File: config.mk
export PLATFORM = sky130hd
export DESIGN_NAME = ddl_host_ctrl
export DESIGN_NICKNAME = d
export VERILOG_FILES = /design/src/logic/ddl_host_ctrl.v /design/src/logic/ddl_strobe_timer.v
export VERILOG_INCLUDE_DIRS = /design/src /design/src/logic
export SDC_FILE = /design/constraint.sdc
export NUM_CORES = 1
export LEC_CHECK = 0
export BUFFER_PORTS_ARGS = -buffer_cell sky130_fd_sc_hd__buf_4
export CORE_ASPECT_RATIO = 0.5
export CORE_UTILIZATION = 56
export DETAILED_ROUTE_END_ITERATION = 8
export PLACE_DENSITY = 0.83
export RECOVER_POWER = 25
export REMOVE_ABC_BUFFERS = 1
export SETUP_SLACK_MARGIN = 0.05
export SLEW_MARGIN = 20
export SYNTH_ARGS = -nofsm -noshare
export SYNTH_HDL_FRONTEND = slang
export SYNTH_SLANG_ARGS = --single-unit
File: constraint.sdc
create_clock -name clk_sys -period 2.14 [get_ports clk_sys]
set_input_delay 0.214 -clock clk_sys [delete_from_list [all_inputs] [get_ports clk_sys]]
set_output_delay 0.214 -clock clk_sys [all_outputs]
set_load 0.01 [all_outputs]
File: src/logic/ddl_defs.vh
`ifndef DDL_DEFS_VH
`define DDL_DEFS_VH

// Section select codes on the two address lines.
`define DDL_SEC_A_LO   2'h0
`define DDL_SEC_A_HI   2'h1
`define DDL_SEC_B_LO   2'h2
`define DDL_SEC_B_HI   2'h3

// Bit layout of a 12-bit code.
`define DDL_LO_MSB     7
`define DDL_HI_LSB     8
`define DDL_HI_MSB     11
`define DDL_HI_W       4

// Timing in ns and the clock period in ns.
`define DDL_CLK_NS          5
`define DDL_SETUP_NS        30
`define DDL_WRITE_NS        50
`define DDL_HOLD_NS         10
`define DDL_MIN_LOAD_NS     50

// Idle value of the byte bus.
`define DDL_BUS_IDLE   8'h00

`endif

File: src/logic/ddl_host_ctrl.v
// Function
// - Byte data right-justified; upper nibble on low lines.
// - Load stays low minimum width after write ends.
// - Host maps four sections plus one load address; this controller drives the load strobe as its own pin.
// - Load address write pulses the load strobe; here the state machine pulses it directly, with no load address.
`timescale 1ns/10ps
`default_nettype none
`include "ddl_defs.vh"

// Host-side controller that writes the codes picked by writeA and writeB into the dual converter
// as two byte writes per code, then pulses the shared load strobe if loadAfter or loadOnly is set.
module ddl_host_ctrl #(
	parameter SETUP_NS    = `DDL_SETUP_NS,
	parameter WRITE_NS    = `DDL_WRITE_NS,
	parameter HOLD_NS     = `DDL_HOLD_NS,
	parameter MIN_LOAD_NS = `DDL_MIN_LOAD_NS
) (
	// Clock, reset and enable.
	input  wire        clk_sys,
	input  wire        rst,
	input  wire        clkEn,
	// Request side.
	input  wire        reqValid,
	output wire        reqReady,
	input  wire [11:0] codeA,
	input  wire [11:0] codeB,
	input  wire        writeA,
	input  wire        writeB,
	input  wire        loadAfter,
	input  wire        loadOnly,
	output wire        busy,
	output reg         doneP,
	// Device pins.
	output reg         chipSel_n,
	output reg         writeStrobe_n,
	output reg         section_addr_bit0,
	output reg         section_addr_bit1,
	output reg  [7:0]  dataBus,
	output reg         output_load_strobe_n
);

	// Cycle counts; least times round up and never fall below one cycle.
	function [7:0] nsToCycles;
		input integer ns;
		integer c;
		begin
			c = (ns + `DDL_CLK_NS - 1) / `DDL_CLK_NS;
			if (c < 1) begin
				c = 1;
			end
			nsToCycles = c[7:0];
		end
	endfunction

	localparam [7:0] SETUP_CYC = nsToCycles(SETUP_NS);
	localparam [7:0] WRITE_CYC = nsToCycles(WRITE_NS);
	localparam [7:0] HOLD_CYC  = nsToCycles(HOLD_NS);
	localparam [7:0] LOAD_CYC  = nsToCycles(MIN_LOAD_NS);

	// One-hot states.
	localparam [5:0] ST_IDLE  = 6'h01;
	localparam [5:0] ST_SETUP = 6'h02;
	localparam [5:0] ST_WRITE = 6'h04;
	localparam [5:0] ST_HOLD  = 6'h08;
	localparam [5:0] ST_LOAD  = 6'h10;
	localparam [5:0] ST_GAP   = 6'h20;

	reg  [5:0]  state;
	reg  [5:0]  next_state;
	reg  [3:0]  pending;
	reg  [1:0]  curSec;
	reg  [11:0] latchA;
	reg  [11:0] latchB;
	reg         doLoad;
	reg         tmrLoad;
	reg  [7:0]  tmrCount;
	wire        tmrDone;
	wire [3:0]  wantSec;
	wire [1:0]  nextSec;

	// Byte for a section: low byte whole, upper nibble right-justified.
	function [7:0] sectionByte;
		input [1:0]  sec;
		input [11:0] a;
		input [11:0] b;
		begin
			case (sec)
				`DDL_SEC_A_LO: sectionByte = a[`DDL_LO_MSB:0];
				`DDL_SEC_A_HI: sectionByte = {4'h0, a[`DDL_HI_MSB:`DDL_HI_LSB]};
				`DDL_SEC_B_LO: sectionByte = b[`DDL_LO_MSB:0];
				default:       sectionByte = {4'h0, b[`DDL_HI_MSB:`DDL_HI_LSB]};
			endcase
		end
	endfunction

	// Lowest pending section first; the device takes any order.
	function [1:0] firstPending;
		input [3:0] p;
		begin
			if (p[0]) begin
				firstPending = `DDL_SEC_A_LO;
			end else if (p[1]) begin
				firstPending = `DDL_SEC_A_HI;
			end else if (p[2]) begin
				firstPending = `DDL_SEC_B_LO;
			end else begin
				firstPending = `DDL_SEC_B_HI;
			end
		end
	endfunction

	ddl_strobe_timer #(
		.W(8)
	) uTimer (
		.clk_sys(clk_sys),
		.rst    (rst),
		.clkEn  (clkEn),
		.load   (tmrLoad),
		.count  (tmrCount),
		.done   (tmrDone)
	);

	assign reqReady = state[0];
	assign busy     = ~state[0];

	// Section to drive next: from the fresh request when idle, else what is left.
	assign wantSec = state[0] ? {{2{writeB}}, {2{writeA}}} : pending;
	assign nextSec = firstPending(wantSec);

	// Next state and timer reload.
	always @* begin
		next_state = state;
		tmrLoad    = 1'b0;
		tmrCount   = SETUP_CYC;
		case (state)
			ST_IDLE: begin
				if (reqValid) begin
					if (loadOnly || (!writeA && !writeB)) begin
						next_state = loadOnly || loadAfter ? ST_LOAD : ST_GAP;
						tmrCount   = LOAD_CYC;
					end else begin
						next_state = ST_SETUP;
						tmrCount   = SETUP_CYC;
					end
					tmrLoad = 1'b1;
				end
			end
			ST_SETUP: begin
				if (tmrDone) begin
					next_state = ST_WRITE;
					tmrLoad    = 1'b1;
					tmrCount   = WRITE_CYC;
				end
			end
			ST_WRITE: begin
				if (tmrDone) begin
					next_state = ST_HOLD;
					tmrLoad    = 1'b1;
					tmrCount   = HOLD_CYC;
				end
			end
			ST_HOLD: begin
				if (tmrDone) begin
					tmrLoad = 1'b1;
					if (pending != 4'h0) begin
						next_state = ST_SETUP;
						tmrCount   = SETUP_CYC;
					end else if (doLoad) begin
						next_state = ST_LOAD;
						tmrCount   = LOAD_CYC;
					end else begin
						next_state = ST_GAP;
						tmrCount   = HOLD_CYC;
					end
				end
			end
			ST_LOAD: begin
				if (tmrDone) begin
					next_state = ST_GAP;
					tmrLoad    = 1'b1;
					tmrCount   = HOLD_CYC;
				end
			end
			ST_GAP: begin
				if (tmrDone) begin
					next_state = ST_IDLE;
				end
			end
			default: begin
				next_state = ST_IDLE;
			end
		endcase
	end

	// Request capture, section bookkeeping and pin drive; all pins registered.
	always @(posedge clk_sys) begin
		if (rst) begin
			state                <= ST_IDLE;
			pending              <= 4'h0;
			curSec               <= `DDL_SEC_A_LO;
			latchA               <= 12'h000;
			latchB               <= 12'h000;
			doLoad               <= 1'b0;
			doneP                <= 1'b0;
			chipSel_n            <= 1'b1;
			writeStrobe_n        <= 1'b1;
			section_addr_bit0    <= 1'b0;
			section_addr_bit1    <= 1'b0;
			dataBus              <= `DDL_BUS_IDLE;
			output_load_strobe_n <= 1'b1;
		end else if (clkEn) begin
			state <= next_state;
			doneP <= 1'b0;
			if (state[0] && reqValid) begin
				latchA  <= codeA;
				latchB  <= codeB;
				pending <= loadOnly ? 4'h0 : {{2{writeB}}, {2{writeA}}};
				doLoad  <= loadOnly | loadAfter;
			end
			// Address and data settle before select and write fall.
			if (next_state == ST_SETUP && state != ST_SETUP) begin
				curSec            <= nextSec;
				section_addr_bit0 <= nextSec[0];
				section_addr_bit1 <= nextSec[1];
				dataBus           <= sectionByte(nextSec, state[0] ? codeA : latchA,
				                                 state[0] ? codeB : latchB);
			end
			// Select and write low together, load strobe kept high meanwhile.
			chipSel_n     <= ~(next_state == ST_WRITE);
			writeStrobe_n <= ~(next_state == ST_WRITE);
			// Rising select and write closes the section; data held one phase more.
			if (state == ST_WRITE && next_state == ST_HOLD) begin
				pending[curSec] <= 1'b0;
			end
			// Load pulse only after the write has ended, for the full width.
			output_load_strobe_n <= ~(next_state == ST_LOAD);
			if (state == ST_GAP && next_state == ST_IDLE) begin
				doneP   <= 1'b1;
				dataBus <= `DDL_BUS_IDLE;
			end
		end
	end

endmodule // ddl_host_ctrl

`default_nettype wire

File: src/logic/ddl_strobe_timer.v
`timescale 1ns/10ps
`default_nettype none

// Down counter that reports when a programmed phase length has run out.
module ddl_strobe_timer #(
	parameter W = 8
) (
	// Clock, reset and enable.
	input  wire         clk_sys,
	input  wire         rst,
	input  wire         clkEn,
	// Control.
	input  wire         load,
	input  wire [W-1:0] count,
	// Status.
	output wire         done
);

	reg [W-1:0] remain;

	// A load restarts the phase; otherwise the count runs down to zero and stops.
	always @(posedge clk_sys) begin
		if (rst) begin
			remain <= {W{1'b0}};
		end else if (clkEn) begin
			if (load) begin
				remain <= count;
			end else if (remain != {W{1'b0}}) begin
				remain <= remain - {{(W-1){1'b0}}, 1'b1};
			end
		end
	end

	// Done looks at the count alone; gating it with load would close a loop
	// through the caller's reload decision, which is itself built from done.
	assign done = (remain == {W{1'b0}});

endmodule // ddl_strobe_timer

`default_nettype wire
==> results_tabular.tex <==
\begin{tabular}{lr}
\hline
Metric & Value \\
\hline
\multicolumn{2}{l}{\textbf{Synth}} \\
Sequential area share after synthesis & 36.9\% \\
Syn Inst Count & 386 \\
Post-synthesis instance area & 3030 um\^{}2 \\
Post-synth top area cell & sky130\_fd\_sc\_hd\_\_dfxtp\_1 \\
Count of distinct cell types in the synthesized netlist & 64 \\
Flip-flop and latch count after synthesis & 56 \\
Count of flip-flops with a built-in enable after synthesis & 0 \\
Number of synthesis warnings & 0 \\
Most used flip-flop cell after synthesis & sky130\_fd\_sc\_hd\_\_dfxtp\_1 \\
Cell types with the largest area share after synthesis & sky130\_fd\_sc\_hd\_\_dfxtp\_1 37\%, sky130\_fd\_sc\_hd\_\_nand2\_1 9.2\%, sky130\_fd\_sc\_hd\_\_a21oi\_1 5.1\% \\
Area share of the leading cell type in the synthesized netlist & 36.9\% \\
Fraction of synthesis flops using an asynchronous set or reset pin & 0\% \\
Avg Synthesized Cell Area & 7.86 um\^{}2 \\
\multicolumn{2}{l}{\textbf{Finish}} \\
Post-Layout Cell Count & 498 \\
Share of the core filled with cells & 69.7\% \\
\# diodes & 0 \\
Design area & 3530 um\^{}2 \\
Share of post-route cells with drive strength above 1 & 18.5\% \\
Area Growth Syn to Fin & 16.4\% \\
Net total in the final layout & 461 \\
\multicolumn{2}{l}{\textbf{Setup path}} \\
Crit. End Element & register \\
Classification of the worst setup path & reg -> reg \\
Worst R2R End & dataBus[5]\$\_SDFFE\_PP0P\_ \\
Worst Path Required & 2.40 ns \\
Setup crit start kind & register \\
Worst Reg-to-Reg Cells & 6 \\
Setup slack on the worst flop-to-flop path & 0.15 ns \\
CP max FO & 24 \\
FF-to-FF Start & state[0]\$\_SDFFE\_PP1P\_ \\
Worst path arrival time & 2.25 ns \\
\multicolumn{2}{l}{\textbf{Global route}} \\
GR met1 Demand/Resource & 34.9\% \\
Initial antenna violation count & 0 \\
Met3 capacity usage during global routing & 5.81\% \\
Maximum number of pins on one net before global-route repair & 54 \\
Routing usage on met2 & 50.3\% \\
Global-route layer with the greatest usage & met2 \\
First-pass GRT wire length & 12600 um \\
GRT Total Usage & 28.3\% \\
Total congestion overflow after global routing & 0 \\
Via count of the first global-routing pass & 2743 \\
\multicolumn{2}{l}{\textbf{Routing}} \\
DRC violations left & 0 \\
Routed via count divided by cell count & 6.14 \\
Per-cell routed wire length & 15.8 um \\
Routed wire length & 7850 um \\
Count of routing violations after the opening detailed-route iteration & 189 \\
First-pass iteration count of the detailed router & 5 \\
Remaining number of nets flagged by the antenna check after routing & 0 \\
Number of vias in the routed layout & 3057 \\
\multicolumn{2}{l}{\textbf{Timing}} \\
Clock Skew & 0.00568 ns \\
Final period utilization & 92.9\% \\
\# setup viols final & 0 \\
Final TNS setup & 0 ns \\
Slew of the pin with the lowest slew margin & 0.709 ns \\
Slew Limit Headroom & 52.5\% \\
RSZ-0062 raised after global routing & true \\
Highest Clock Rate & 503 MHz \\
Fin crit period & 1.99 ns \\
Number of pins exceeding their max-slew limit in the final report & 0 \\
Final-report hold violation count & 0 \\
\multicolumn{2}{l}{\textbf{Floorplanning}} \\
Effective utilization at floorplan & 59.9\% \\
Chip Width & 106 um \\
Number of primary I/O pins & 48 \\
Placeable core area & 5070 um\^{}2 \\
Die Outline Area & 5730 um\^{}2 \\
Row cnt & 18 \\
Die Height & 54.1 um \\
\multicolumn{2}{l}{\textbf{Worst hold path}} \\
Worst hold path class & in -> reg \\
HP Start & codeA[8] \\
Endpoint, Worst Hold & latchA[8]\$\_SDFFE\_PP0P\_ \\
WHS Path Cells & 3 \\
\multicolumn{2}{l}{\textbf{Clocking}} \\
Total number of clock tree sinks & 56 \\
Number of buffers between clock root and the deepest sink & 2 \\
Number of buffers inserted during clock tree synthesis & 5 \\
Clock-pin slew on the worst setup and hold paths & 0.11 ns \\
Insertion delay to the later sink of the worst-skew pair & 0.32 ns \\
Clock tree from TritonCTS & yes \\
Clock tree root driver cell & sky130\_fd\_sc\_hd\_\_clkbuf\_8 \\
H-tree levels & 2 \\
\multicolumn{2}{l}{\textbf{Pwr}} \\
Leak Pwr & 0.00138 uW \\
Net switching fraction of the power & 38.6\% \\
Sequential power share & 41.8\% \\
Switching Power & 1160 uW \\
Maximum vdd ir drop & 0.000657 V \\
Cell internal power dissipation & 1840 uW \\
Cell area power density & 849 nW/um\^{}2 \\
Share of total power in combinational logic & 37.1\% \\
Relative contribution of the clock network to total power & 21.1\% \\
\multicolumn{2}{l}{\textbf{Run status}} \\
Status & completed \\
\multicolumn{2}{l}{\textbf{Placed design}} \\
Final HPWL from detailed placement & 5550 um \\
Placed cell count & 490 \\
Placed standard-cell area & 3460 um\^{}2 \\
RD Place Congestion & 0.860 \\
Port Buffer Count & 47 \\
\multicolumn{2}{l}{\textbf{Flow run}} \\
Max-cap viol count & 0 \\
\hline
\end{tabular}
[critical path, cell delays in order (launching register included)]
cell	delay [ns]
sky130_fd_sc_hd__dfxtp_1	0.42
sky130_fd_sc_hd__buf_4	0.30
sky130_fd_sc_hd__inv_2	0.11
sky130_fd_sc_hd__and3_1	0.23
sky130_fd_sc_hd__a31oi_1	0.58
sky130_fd_sc_hd__nand3_1	0.16
sky130_fd_sc_hd__o21ai_1	0.11
[cell usage after synthesis, types with 2 or more instances]
cell type / n
sky130_fd_sc_hd__a211oi_1: 3
sky130_fd_sc_hd__a21oi_1: 31
sky130_fd_sc_hd__a221oi_1: 5
sky130_fd_sc_hd__a22oi_1: 3
sky130_fd_sc_hd__a311oi_1: 2
sky130_fd_sc_hd__a31o_1: 4
sky130_fd_sc_hd__a31o_2: 2
sky130_fd_sc_hd__a31oi_1: 11
sky130_fd_sc_hd__and3_1: 5
sky130_fd_sc_hd__buf_1: 2
sky130_fd_sc_hd__buf_2: 7
sky130_fd_sc_hd__buf_4: 3
sky130_fd_sc_hd__clkbuf_1: 16
sky130_fd_sc_hd__dfxtp_1: 56
sky130_fd_sc_hd__ha_1: 2
sky130_fd_sc_hd__inv_1: 11
sky130_fd_sc_hd__mux2i_1: 9
sky130_fd_sc_hd__nand2_1: 74
sky130_fd_sc_hd__nand2b_1: 3
sky130_fd_sc_hd__nand3_1: 14
sky130_fd_sc_hd__nand3b_1: 3
sky130_fd_sc_hd__nor2_1: 25
sky130_fd_sc_hd__nor2b_1: 4
sky130_fd_sc_hd__nor3_1: 13
sky130_fd_sc_hd__nor4_2: 2
sky130_fd_sc_hd__o2111ai_1: 5
sky130_fd_sc_hd__o21ai_0: 9
sky130_fd_sc_hd__o21ai_1: 16
sky130_fd_sc_hd__o221ai_1: 4
sky130_fd_sc_hd__o31ai_1: 5
sky130_fd_sc_hd__xor2_1: 4
[per-stage QoR]
step | total power [uW] | hold slack (ns) | setup WS (ns)
floorplan | 1970 | 0.283 | -0.659
CTS | 2960 | 0.119 | 0.0677
detailed placement | 2330 | 0.441 | -0.00370
finish | 3000 | 0.128 | 0.152
global placement | 2270 | 0.431 | 0.143
global route | 3160 | 0.123 | 0.0438
[power by group through the flow]
stage          clock network [uW]  registers [uW]  logic [uW]
3_3_place_gp                    0            1260        1010
6_report                      633            1250        1110
2_1_floorplan                   0            1260         708
5_1_grt                       689            1270        1210
4_1_cts                       638            1240        1080
3_5_place_dp                    0            1270        1070
[layer usage]
| metal | vias to the layer above | part of all wire, % | wire [um] |
|---|---|---|---|
| met5 | - | 0 | 0 |
| li1 | 1472 | - | - |
| met2 | 139 | 49 | 3810 |
| met1 | 1430 | 44 | 3420 |
| met4 | 0 | 1.1 | 86 |
| met3 | 16 | 6.8 | 537 |
[timing repair]
| item | CTS | global route |
|---|---|---|
| hold buffers | 0 | 0 |
| endpoints found under the setup margin | 9 | 13 |
| pin swaps | 0 | 1 |
| buffers inserted | 0 | 0 |
| resized for setup | 1 | 8 |
[layout make-up]
class,count,area [um^2]
repair buffers,63,420
clock inverters,3,27.5
well taps,70,87.6
multi-input cells,289,1760
inverters,12,45.0
clock buffers,5,68.8
flip-flops and latches,56,1130
fillers,443,1540
[cells by family after synthesis]
logic type	after synthesis	share of synthesized area, %
AOI/OAI and AO/OA	116	26.7
muxes	9	2.97
buffers and inverters	41	5.98
xor gates and xnor gates	4	1.15
adders and majority gates	2	0.825
DFF	56	36.9
and+or+nand+nor	158	25.4
[cells in the final DEF, fill, tap and decap left out, types with 2 or more instances in the layout]
master,synthesis,layout
sky130_fd_sc_hd__nor4_4,1,2
sky130_fd_sc_hd__nand2b_1,3,3
sky130_fd_sc_hd__ha_1,2,2
sky130_fd_sc_hd__a211oi_1,3,3
sky130_fd_sc_hd__dfxtp_2,0,4
sky130_fd_sc_hd__a21oi_1,31,31
sky130_fd_sc_hd__clkbuf_8,0,5
sky130_fd_sc_hd__o2111ai_1,5,5
sky130_fd_sc_hd__a31o_1,4,4
sky130_fd_sc_hd__and3_1,5,5
sky130_fd_sc_hd__a31oi_1,11,11
sky130_fd_sc_hd__nor2b_1,4,4
sky130_fd_sc_hd__o31ai_1,5,5
sky130_fd_sc_hd__dfxtp_1,56,52
sky130_fd_sc_hd__nor3_1,13,13
sky130_fd_sc_hd__buf_4,3,47
sky130_fd_sc_hd__clkbuf_1,16,15
sky130_fd_sc_hd__xor2_1,4,4
sky130_fd_sc_hd__mux2i_1,9,9
sky130_fd_sc_hd__nor2_1,25,24
sky130_fd_sc_hd__o21ai_1,16,16
sky130_fd_sc_hd__a311oi_1,2,2
sky130_fd_sc_hd__a22oi_1,3,3
sky130_fd_sc_hd__o21ai_0,9,9
sky130_fd_sc_hd__nand2_1,74,74
sky130_fd_sc_hd__inv_1,11,11
sky130_fd_sc_hd__a31o_2,2,2
sky130_fd_sc_hd__o221ai_1,4,3
sky130_fd_sc_hd__a221oi_1,5,5
sky130_fd_sc_hd__nand3b_1,3,3
sky130_fd_sc_hd__nand3_1,14,14
[state kept, by name, summed over array words and instances (netlist names)]
| register | flops |
|---|---|
| latchA | 12 |
| curSec | 1 |
| dataBus | 8 |
| doneP | 1 |
| output_load_strobe_n | 1 |
| latchB | 12 |
| doLoad | 1 |
| uTimer.remain | 8 |
| section_addr_bit1 | 1 |
| state | 6 |
| writeStrobe_n | 1 |
| pending | 4 |
[worst max path at each step]
| stage | startpoint | to | slack, ns | cells past startpoint |
|---|---|---|---|---|
| after detailed placement | state[1]$_SDFFE_PP0P_ | dataBus[5]$_SDFFE_PP0P_ | -0.004 | 7 |
| final | state[0]$_SDFFE_PP1P_ | dataBus[5]$_SDFFE_PP0P_ | 0.15 | 6 |
| after global placement | state[1]$_SDFFE_PP0P_ | dataBus[3]$_SDFFE_PP0P_ | 0.14 | 7 |
| after global routing | state[1]$_SDFFE_PP0P_ | curSec[0]$_SDFFE_PP0P_ | 0.04 | 6 |
| after CTS | uTimer.remain[3]$_SDFFE_PP0P_ | dataBus[5]$_SDFFE_PP0P_ | 0.07 | 7 |
| after floorplan | state[0]$_SDFFE_PP1P_ | dataBus[7]$_SDFFE_PP0P_ | -0.66 | 6 |
Power figures use the tool's default switching activity.
